===== src/hw/cps_pkg.sv =====
// package: constants and carriers for the clock prescale and sleep controller
// Summary of operation
// - change enable set only with other bits zero
// - change enable clears after four cycles or select write
// - re-setting during window neither restarts nor clears
// - select field bits 3:0 divides system clock
// - codes 0-8 divide by 1..256; rest reserved
// - reset select 0000, or 0011 with fuse
// - any later select value accepted
// - sleep needs enable bit plus halt instruction
// - wake stalls core four cycles past start-up
// - register file and memory kept across sleep
// - reset during sleep restarts at reset vector
// - idle gates only core and flash clocks, plus timer oscillator when async clocking unused
// - idle wakes on any enabled interrupt
// - idle entry starts enabled converter conversion
// - per-mode clock and oscillator enables
// - wake sources differ per sleep mode
// - timer oscillator in idle/quiet only if async clocking used; always on in power-save
// - codes 001,010,011,110 select other modes
// - divider change glitch free, no short period
package cps_pkg;
  localparam logic [1:0] CPS_ADDR_DIVIDE = 2'h0;
  localparam logic [1:0] CPS_ADDR_SLEEP = 2'h1;
  localparam logic [1:0] CPS_ADDR_STATUS = 2'h2;
  localparam int CPS_CE_BIT = 7;
  localparam int CPS_SEL_LSB = 0;
  localparam int CPS_SEL_W = 4;
  localparam int CPS_SE_BIT = 0;
  localparam int CPS_MODE_LSB = 1;
  localparam logic [3:0] CPS_SEL_RESET = 4'h0;
  localparam logic [3:0] CPS_SEL_FUSE = 4'h3;
  localparam logic [3:0] CPS_SEL_MAX = 4'h8;
  localparam logic [2:0] CPS_CE_CYCLES = 3'h4;
  localparam logic [2:0] CPS_WAKE_STALL = 3'h4;
  localparam logic [2:0] CPS_MODE_IDLE = 3'h0;
  localparam logic [2:0] CPS_MODE_QUIET = 3'h1;
  localparam logic [2:0] CPS_MODE_PDOWN = 3'h2;
  localparam logic [2:0] CPS_MODE_PSAVE = 3'h3;
  localparam logic [2:0] CPS_MODE_STBY = 3'h6;
  localparam logic [15:0] CPS_STARTUP_RESET = 16'h0006;

  typedef enum logic [1:0] {CPS_RUN, CPS_SLEEP, CPS_STARTUP, CPS_STALL} cps_state_t;

  typedef struct packed {
    logic core;
    logic flash;
    logic io;
    logic conv;
    logic async_clk;
    logic main_osc;
    logic timer_osc;
  } cps_gates_t;

  // wake request lines from the peripherals
  typedef struct packed {
    logic ext_level_pin;
    logic serial_start;
    logic lcd;
    logic async_timer;
    logic self_program;
    logic conv_done;
    logic other_io;
  } cps_wake_t;

  typedef struct packed {
    logic [3:0] divide_select;
    logic divide_change_enable;
    logic [2:0] ce_count;
    logic [7:0] div_count;
    logic [3:0] active_sel;
    logic sys_clk_en;
    logic sleep_enable_bit;
    logic [2:0] sleep_mode_select;
    cps_state_t state;
    logic [15:0] wait_count;
    logic [7:0] rdata;
    logic fuse_taken;
    logic conv_start;
  } cps_regs_t;
endpackage


===== src/hw/cps_ctrl.sv =====
// module: system clock prescaler and sleep clock gating
module cps_ctrl (
  input wire logic clock_in,
  input wire logic resetn_in,
  input wire logic div_eight_fuse_in,
  input wire logic [1:0] addr_in,
  input wire logic [7:0] wdata_in,
  input wire logic wr_in,
  input wire logic rd_in,
  output logic [7:0] rdata_out,
  input wire logic halt_in,
  input wire cps_pkg::cps_wake_t wake_in,
  input wire logic irq_enabled_in,
  input wire logic conv_enabled_in,
  input wire logic async_in_use_in,
  input wire logic [15:0] startup_cycles_in,
  output logic sys_clk_en_out,
  output cps_pkg::cps_gates_t gates_out,
  output logic core_stall_out,
  output logic conv_start_out,
  output logic sleeping_out
);
  import cps_pkg::*;

  cps_regs_t r;
  cps_regs_t next_r;
  logic wr_div;
  logic wake_hit;
  logic [3:0] eff_sel;
  logic [7:0] div_limit;

  assign wr_div = wr_in && addr_in == CPS_ADDR_DIVIDE;

  // reserved codes clamp to divide by 256
  always_comb begin
    eff_sel = (r.divide_select > CPS_SEL_MAX) ? CPS_SEL_MAX : r.divide_select;
  end

  always_comb begin
    case (r.sleep_mode_select)
      CPS_MODE_IDLE: wake_hit = |wake_in;
      CPS_MODE_QUIET: wake_hit = wake_in.ext_level_pin | wake_in.serial_start | wake_in.lcd
        | wake_in.async_timer | wake_in.self_program | wake_in.conv_done;
      CPS_MODE_PSAVE: wake_hit = wake_in.ext_level_pin | wake_in.serial_start | wake_in.lcd
        | wake_in.async_timer;
      default: wake_hit = wake_in.ext_level_pin | wake_in.serial_start;
    endcase
  end

  always_comb begin
    next_r = r;
    next_r.conv_start = 1'b0;
    next_r.rdata = 8'h00;
    // fuse value caught once after reset release
    if (!r.fuse_taken) begin
      next_r.fuse_taken = 1'b1;
      next_r.divide_select = div_eight_fuse_in ? CPS_SEL_FUSE : CPS_SEL_RESET;
      next_r.active_sel = next_r.divide_select;
    end
    if (r.divide_change_enable) begin
      if (r.ce_count == CPS_CE_CYCLES - 3'h1) begin
        next_r.divide_change_enable = 1'b0;
      end
      next_r.ce_count = r.ce_count + 3'h1;
    end
    if (wr_div) begin
      if (wdata_in == (8'h01 << CPS_CE_BIT)) begin
        // set only from clear; rewrite keeps window
        if (!r.divide_change_enable) begin
          next_r.divide_change_enable = 1'b1;
          next_r.ce_count = 3'h0;
        end
      end else if (r.divide_change_enable && !wdata_in[CPS_CE_BIT]) begin
        // any code accepted; select write clears
        next_r.divide_select = wdata_in[CPS_SEL_LSB +: CPS_SEL_W];
        next_r.divide_change_enable = 1'b0;
      end
    end
    if (wr_in && addr_in == CPS_ADDR_SLEEP) begin
      next_r.sleep_enable_bit = wdata_in[CPS_SE_BIT];
      next_r.sleep_mode_select = wdata_in[CPS_MODE_LSB +: 3];
    end
    // divider; new ratio only at a period boundary
    div_limit = 8'((16'h0001 << eff_sel) - 16'h0001);
    if (r.div_count >= 8'((16'h0001 << r.active_sel) - 16'h0001)) begin
      next_r.div_count = 8'h00;
      next_r.sys_clk_en = 1'b1;
      next_r.active_sel = eff_sel;
    end else begin
      next_r.div_count = r.div_count + 8'h01;
      next_r.sys_clk_en = 1'b0;
    end
    if (div_limit == 8'h00 && r.active_sel == 4'h0) begin
      next_r.sys_clk_en = 1'b1;
    end
    case (r.state)
      CPS_RUN: begin
        // halt sleeps only with enable set
        if (halt_in && r.sleep_enable_bit) begin
          next_r.state = CPS_SLEEP;
          next_r.conv_start = conv_enabled_in &&
            (r.sleep_mode_select == CPS_MODE_IDLE || r.sleep_mode_select == CPS_MODE_QUIET);
        end
      end
      CPS_SLEEP: begin
        if (wake_hit && irq_enabled_in) begin
          next_r.state = CPS_STARTUP;
          next_r.wait_count = startup_cycles_in;
        end
      end
      CPS_STARTUP: begin
        if (r.wait_count <= 16'h0001) begin
          next_r.state = CPS_STALL;
          next_r.wait_count = 16'(CPS_WAKE_STALL);
        end else begin
          next_r.wait_count = r.wait_count - 16'h0001;
        end
      end
      CPS_STALL: begin
        if (r.wait_count <= 16'h0001) begin
          next_r.state = CPS_RUN;
        end else begin
          next_r.wait_count = r.wait_count - 16'h0001;
        end
      end
      default: next_r.state = CPS_RUN;
    endcase
    if (rd_in) begin
      case (addr_in)
        CPS_ADDR_DIVIDE: next_r.rdata = {r.divide_change_enable, 3'h0, r.divide_select};
        CPS_ADDR_SLEEP: next_r.rdata = {4'h0, r.sleep_mode_select, r.sleep_enable_bit};
        CPS_ADDR_STATUS: next_r.rdata = {6'h00, r.state};
        default: next_r.rdata = 8'h00;
      endcase
    end
  end

  // reset wakes from any state to run; no storage touched here
  always_ff @(posedge clock_in or negedge resetn_in) begin
    if (!resetn_in) begin
      r <= '{divide_select: CPS_SEL_RESET, active_sel: CPS_SEL_RESET,
             sleep_mode_select: CPS_MODE_IDLE, state: CPS_RUN,
             wait_count: CPS_STARTUP_RESET, default: '0};
    end else begin
      r <= next_r;
    end
  end

  always_comb begin
    gates_out = '1;
    if (r.state != CPS_RUN) begin
      gates_out.core = 1'b0;
      gates_out.flash = 1'b0;
      if (r.state == CPS_SLEEP) begin
        case (r.sleep_mode_select)
          CPS_MODE_IDLE: gates_out.timer_osc = async_in_use_in;
          CPS_MODE_QUIET: begin
            gates_out.io = 1'b0;
            gates_out.timer_osc = async_in_use_in;
          end
          CPS_MODE_PSAVE: begin
            gates_out.io = 1'b0;
            gates_out.conv = 1'b0;
            gates_out.main_osc = 1'b0;
          end
          CPS_MODE_STBY: begin
            gates_out.io = 1'b0;
            gates_out.conv = 1'b0;
            gates_out.async_clk = 1'b0;
            gates_out.timer_osc = 1'b0;
          end
          default: gates_out = '0;
        endcase
      end
    end
  end

  assign sys_clk_en_out = r.sys_clk_en;
  assign rdata_out = r.rdata;
  assign conv_start_out = r.conv_start;
  assign core_stall_out = r.state != CPS_RUN;
  assign sleeping_out = r.state == CPS_SLEEP;
endmodule


===== config.mk =====
export PLATFORM = sky130hd
export DESIGN_NAME = cps_ctrl
export DESIGN_NICKNAME = d
export VERILOG_FILES = /design/src/hw/cps_pkg.sv /design/src/hw/cps_ctrl.sv
export SDC_FILE = /design/constraint.sdc
export NUM_CORES = 1
export LEC_CHECK = 0
export BUFFER_PORTS_ARGS = -buffer_cell sky130_fd_sc_hd__buf_2
export CAP_MARGIN = 10
export CORE_UTILIZATION = 50
export DETAILED_ROUTE_END_ITERATION = 10
export GPL_ROUTABILITY_DRIVEN = 0
export HOLD_SLACK_MARGIN = 0.03
export PLACE_DENSITY_LB_ADDON = 0.25
export SLEW_MARGIN = 0
export SYNTH_ARGS = -nofsm -noshare
export SYNTH_HDL_FRONTEND = slang
export SYNTH_SLANG_ARGS = --single-unit

===== constraint.sdc =====
create_clock -name clock_in -period 9.9 [get_ports clock_in]
set_clock_uncertainty 0.05 [all_clocks]
set_input_delay 1.485 -clock clock_in [delete_from_list [all_inputs] [get_ports clock_in]]
set_output_delay 1.485 -clock clock_in [all_outputs]
set_load 0.1 [all_outputs]

After elaboration in Yosys (flattened, before gate mapping)

Index checks and enable logic that the tools add are counted.

Bits of input ports: 42
Word-level logic and storage cells: 102
Flip-flop bits (word level): 53
Output and inout port bits: 19

Bitwise operators: 5
Reductions and logical operators: 22
Mux-type cells: 36
$add $sub $neg: 5
Eq/ne operators: 16
$lt $le $gt $ge: 3
Shift operators: 2

Operators with widths:

| kind                                                                              | number |
|---|---|
| 16-bit one-hot mux with 3 select lines                                            | 1 |
| 16-bit 2-to-1 mux                                                                 | 2 |
| 4-bit 2-to-1 mux                                                                  | 7 |
| 8-bit 2-to-1 mux                                                                  | 3 |
| 8-bit one-hot mux with 3 select lines                                             | 1 |
| 18-bit 2-to-1 mux                                                                 | 1 |
| 16-bit by 1-bit less-or-equal comparator with 1-bit output, second input constant | 1 |
| 1-bit by 4-bit << shifter with 8-bit output, first input constant                 | 2 |
| 16-bit by 1-bit subtractor with 16-bit output, second input constant              | 1 |
| 8-bit by 1-bit subtractor with 8-bit output, second input constant                | 2 |
| 1-bit 2-to-1 mux                                                                  | 10 |
| 5-bit 2-to-1 mux                                                                  | 2 |
| 8-bit by 1-bit adder with 8-bit output, second input constant                     | 1 |
| 8-bit == test, second input constant                                              | 1 |
| 8-bit greater-or-equal comparator                                                 | 1 |
| 8-bit zero test                                                                   | 1 |
| 2-bit 2-to-1 mux                                                                  | 4 |
| 2-bit != test, second input constant                                              | 4 |
| 2-bit one-hot mux with 4 select lines                                             | 1 |
| 1-bit logical AND                                                                 | 7 |
| 7-bit 2-to-1 mux                                                                  | 1 |
| 7-bit OR reduction                                                                | 1 |
| 2-bit == test, second input constant                                              | 3 |
| 3-bit by 2-bit == test with 1-bit output, second input constant                   | 2 |
| other kinds (21)                                                                  | 29 |

Logic depth before layout (Yosys ltp)

Word-level depth: 9
Gate-level depth with buffers: 15
Depth with buffers taken out: 13

Worst setup path after synthesis

OpenSTA, ideal clock, no wires.

Path kind: input to output
Start: in async_in_use_in
End: out gates_out[0] in the netlist's numbering
Path slack: 4.720 ns
Buffers on the path: 0
Cell stages on the path: 2
Data required time: 8.365 ns
Data arrival time: 3.645 ns
Cells stage by stage: mux2i_1 -> o21ai_0

RTL lines:

| element     | RTL line       | source |
|---|---|---|
| from (decl) | cps_ctrl.sv:15 | `input wire logic async_in_use_in,` |
| to (decl)   | cps_ctrl.sv:18 | `output cps_pkg::cps_gates_t gates_out,` |

==> results.toml <==
[sta]
finalSetupTns_ns = 0
relSlewSlack_pct = 31.0
post-route-period-util_pct = 38.0
hold_viol_final = 0
fmax_mhz = 266
finalSetupViolations = 0
hold_ws_ns = 0.452
timing.final.ws_setup_ns = 6.14
worstMarginPinSlew_ns = 1.03
drv_slew = 0
rsz0062_at_grt = "false"
layout_min_cycle_time_ns = 3.76

[layout]
insertedDiodeCount = 0
final_area_sq_mm = 0.00343
drive_gt1_share_pct = 20.6
fillers = 535
syn2layout_area_growth_pct = 12.1
nets = 444

[clock_tree]
ctsResizeCount = 0
hold_buffers = 0
clk_latency_ns = 0.30
clk_path_buf_depth = 2
clock-sinks = 50
htreeDepth = 2
post_cts_buffers = 0
cts_tree = "yes"
cts_root_buffer = "clkbuf_8"
path_clk_slew_ns = 0.09
cts_made_buffers = 5

[critical_path]
slowest_delay_ns = 0.45
critical_path_class = "in -> out"
rrSetupSlack_ns = 6.47
path_cells = "buf_2, mux2i_1, o21ai_0, buf_2"
cp_slowest_cell = "buf_2"
worstReg2RegEnd = "sys_clk_en_out"
worstPathArrival_ns = 2.22
cp-start-kind = "primary input"
path_max_fanout = 1
cp-end-kind = "primary output"
crit_path_frequent_cell = "buf_2"
r2r-start = "r[36]"
r2r_cells = 12
critPathRequiredTime_ns = 8.37

[yosys]
synth_ff_type = "dfrtp_1"
yosys_warnings = 0
synth_area_leaders = "dfrtp_1, ha_1, o21ai_1"
async_reset_ff_share_pct = 100
ys_seq_area_share_pct = 41.0
syn_inst = 339
netlist_area_sq_mm = 0.00306
synthTopCellsByCount = "dfrtp_1, o21ai_1, nor2_1"
synth_edf_count = 0
ys_types = 49
synth_most_common_cell = "dfrtp_1"
synth.avg_cell_area_sq_um = 9.02
synth-seq-cells = 50
yosysTopAreaCellShare_pct = 39.3
synth_top_area_cell = "dfrtp_1"

[die]
initial_core_util_pct = 51.7
ios = 61
die_w_microns = 80.2
rows = 28
die_h_microns = 80.2
core_region_area_sq_mm = 0.00592
dieArea_sq_mm = 0.00644

[pwr]
totalPowerFinal_uw = 1120
ir_drop_mv = 0.235
leakagePower_uw = 0.00159
p_per_area_mw_per_mm2 = 326

[outcome]
outcome = "completed"

[route]
maxUsedRoutingLayer = "met4"
routedLengthMet1_microns = 3130
vias = 2537
drt_iter0_drc = 146
wl_per_cell_microns = 13.8
via_per_inst = 5.53
drc_errors = 0
wl_met3_microns = 276
wl_met2_microns = 2910
wirelength_microns = 6350
postRouteAntennaNets = 0
dr.pass1.iters = 6

[placement]
pre_cts_slack_ns = 6.16
post_dp_cell_area_sq_mm = 0.00332
port_buffers = 57
dp_hpwl_microns = 4670

[worst_hold_path]
hold_class = "reg -> reg"
min_path_cells = 2
min_from = "r[25]"
min_to = "r[25]"

[global_routing]
grt_pass1_vias = 2291
grt_max_degree = 51
overflow = 0
antenna_found_initial = 0
track_usage_pct = 21.3
grt_pass1_wl_microns = 10600

[job]
cap_violations = 0
[flip-flops by register name (all words and copies together) (netlist names)]
signal          cells
conv_start_out      1
sys_clk_en_out      1
rdata_out           5
r                  43
[logic make-up after synthesis]
family | share of synthesized area (%)
AO/OA/AOI/OAI | 18.1
XOR/XNOR | 2.00
adder cells (fa/ha/maj) | 7.77
buffers and inverters | 6.42
flip-flops | 41.0
multiplexers | 4.74
other | 0.245
AND/OR/NAND/NOR | 19.8
[per-layer routing]
layer,GRT usage [%],up-vias
met2,33.8,65
met3,4.32,4
met5,0,-
met1,29.9,1180
met4,4.82,0
li1,-,1288
[critical path: cells and delay by family]
family	cells	cell delay [ns]
AO/OA/AOI/OAI	1	0.16
multiplexers	1	0.06
buffers and inverters	2	0.52
[how the worst max path moves through the flow]
stage	startpoint	endpoint	slack, ns	cells past startpoint
final	async_in_use_in	gates_out[0]	6.14	4
after global placement	async_in_use_in	gates_out[0]	6.16	4
after global routing	async_in_use_in	gates_out[0]	6.09	4
after floorplan	async_in_use_in	gates_out[0]	4.72	2
after CTS	async_in_use_in	gates_out[0]	6.15	4
after detailed placement	async_in_use_in	gates_out[0]	6.16	4
[metrics by stage]
stage	cells	util (%)
6_report	459	57.9
5_1_grt	459	57.9
4_1_cts	459	57.9
3_5_place_dp	451	56.1
3_3_place_gp	451	56.1
2_1_floorplan	341	-
[final cells by class]
class / instances / area [sq um] / area share, %
Clock inverter: 2 / 37.5 / 1.09
Sequential cell: 50 / 1250 / 36.5
Multi-Input combinational cell: 251 / 1620 / 47.1
Inverter: 17 / 63.8 / 1.86
Clock buffer: 6 / 72.6 / 2.12
Timing Repair Buffer: 58 / 293 / 8.53
Tap cell: 75 / 93.8 / 2.74
[layout by cell type, fill, tap and decap left out, types with 2 or more instances in the layout]
| master | count |
|---|---|
| nor3_2 | 3 |
| a32oi_1 | 2 |
| clkbuf_8 | 5 |
| nand2_1 | 20 |
| conb_1 | 4 |
| nor2_2 | 3 |
| nand3b_1 | 5 |
| nand4_1 | 3 |
| nor2_1 | 31 |
| mux2i_1 | 10 |
| dfstp_2 | 2 |
| dfrtp_1 | 48 |
| nor4_1 | 4 |
| a211oi_1 | 2 |
| a22oi_1 | 11 |
| nor2b_1 | 3 |
| or4_1 | 2 |
| mux2_1 | 4 |
| and3_1 | 3 |
| and2_1 | 4 |
| nand2b_1 | 3 |
| inv_1 | 17 |
| xnor2_1 | 3 |
| ha_1 | 19 |
| buf_2 | 57 |
| a21oi_1 | 23 |
| a31oi_1 | 6 |
| a21o_1 | 2 |
| nor3_1 | 13 |
| o21ai_0 | 5 |
| nor4b_1 | 2 |
| xor2_1 | 4 |
| nand3_1 | 6 |
| o21a_1 | 2 |
| o21ai_1 | 37 |
[where the power goes]
part	switching, uW	internal (uW)	total, uW
Sequential	66.3	269	335
Combinational	434	208	641
Clock	68.1	75.5	144
(Power assumes the default switching activity.)
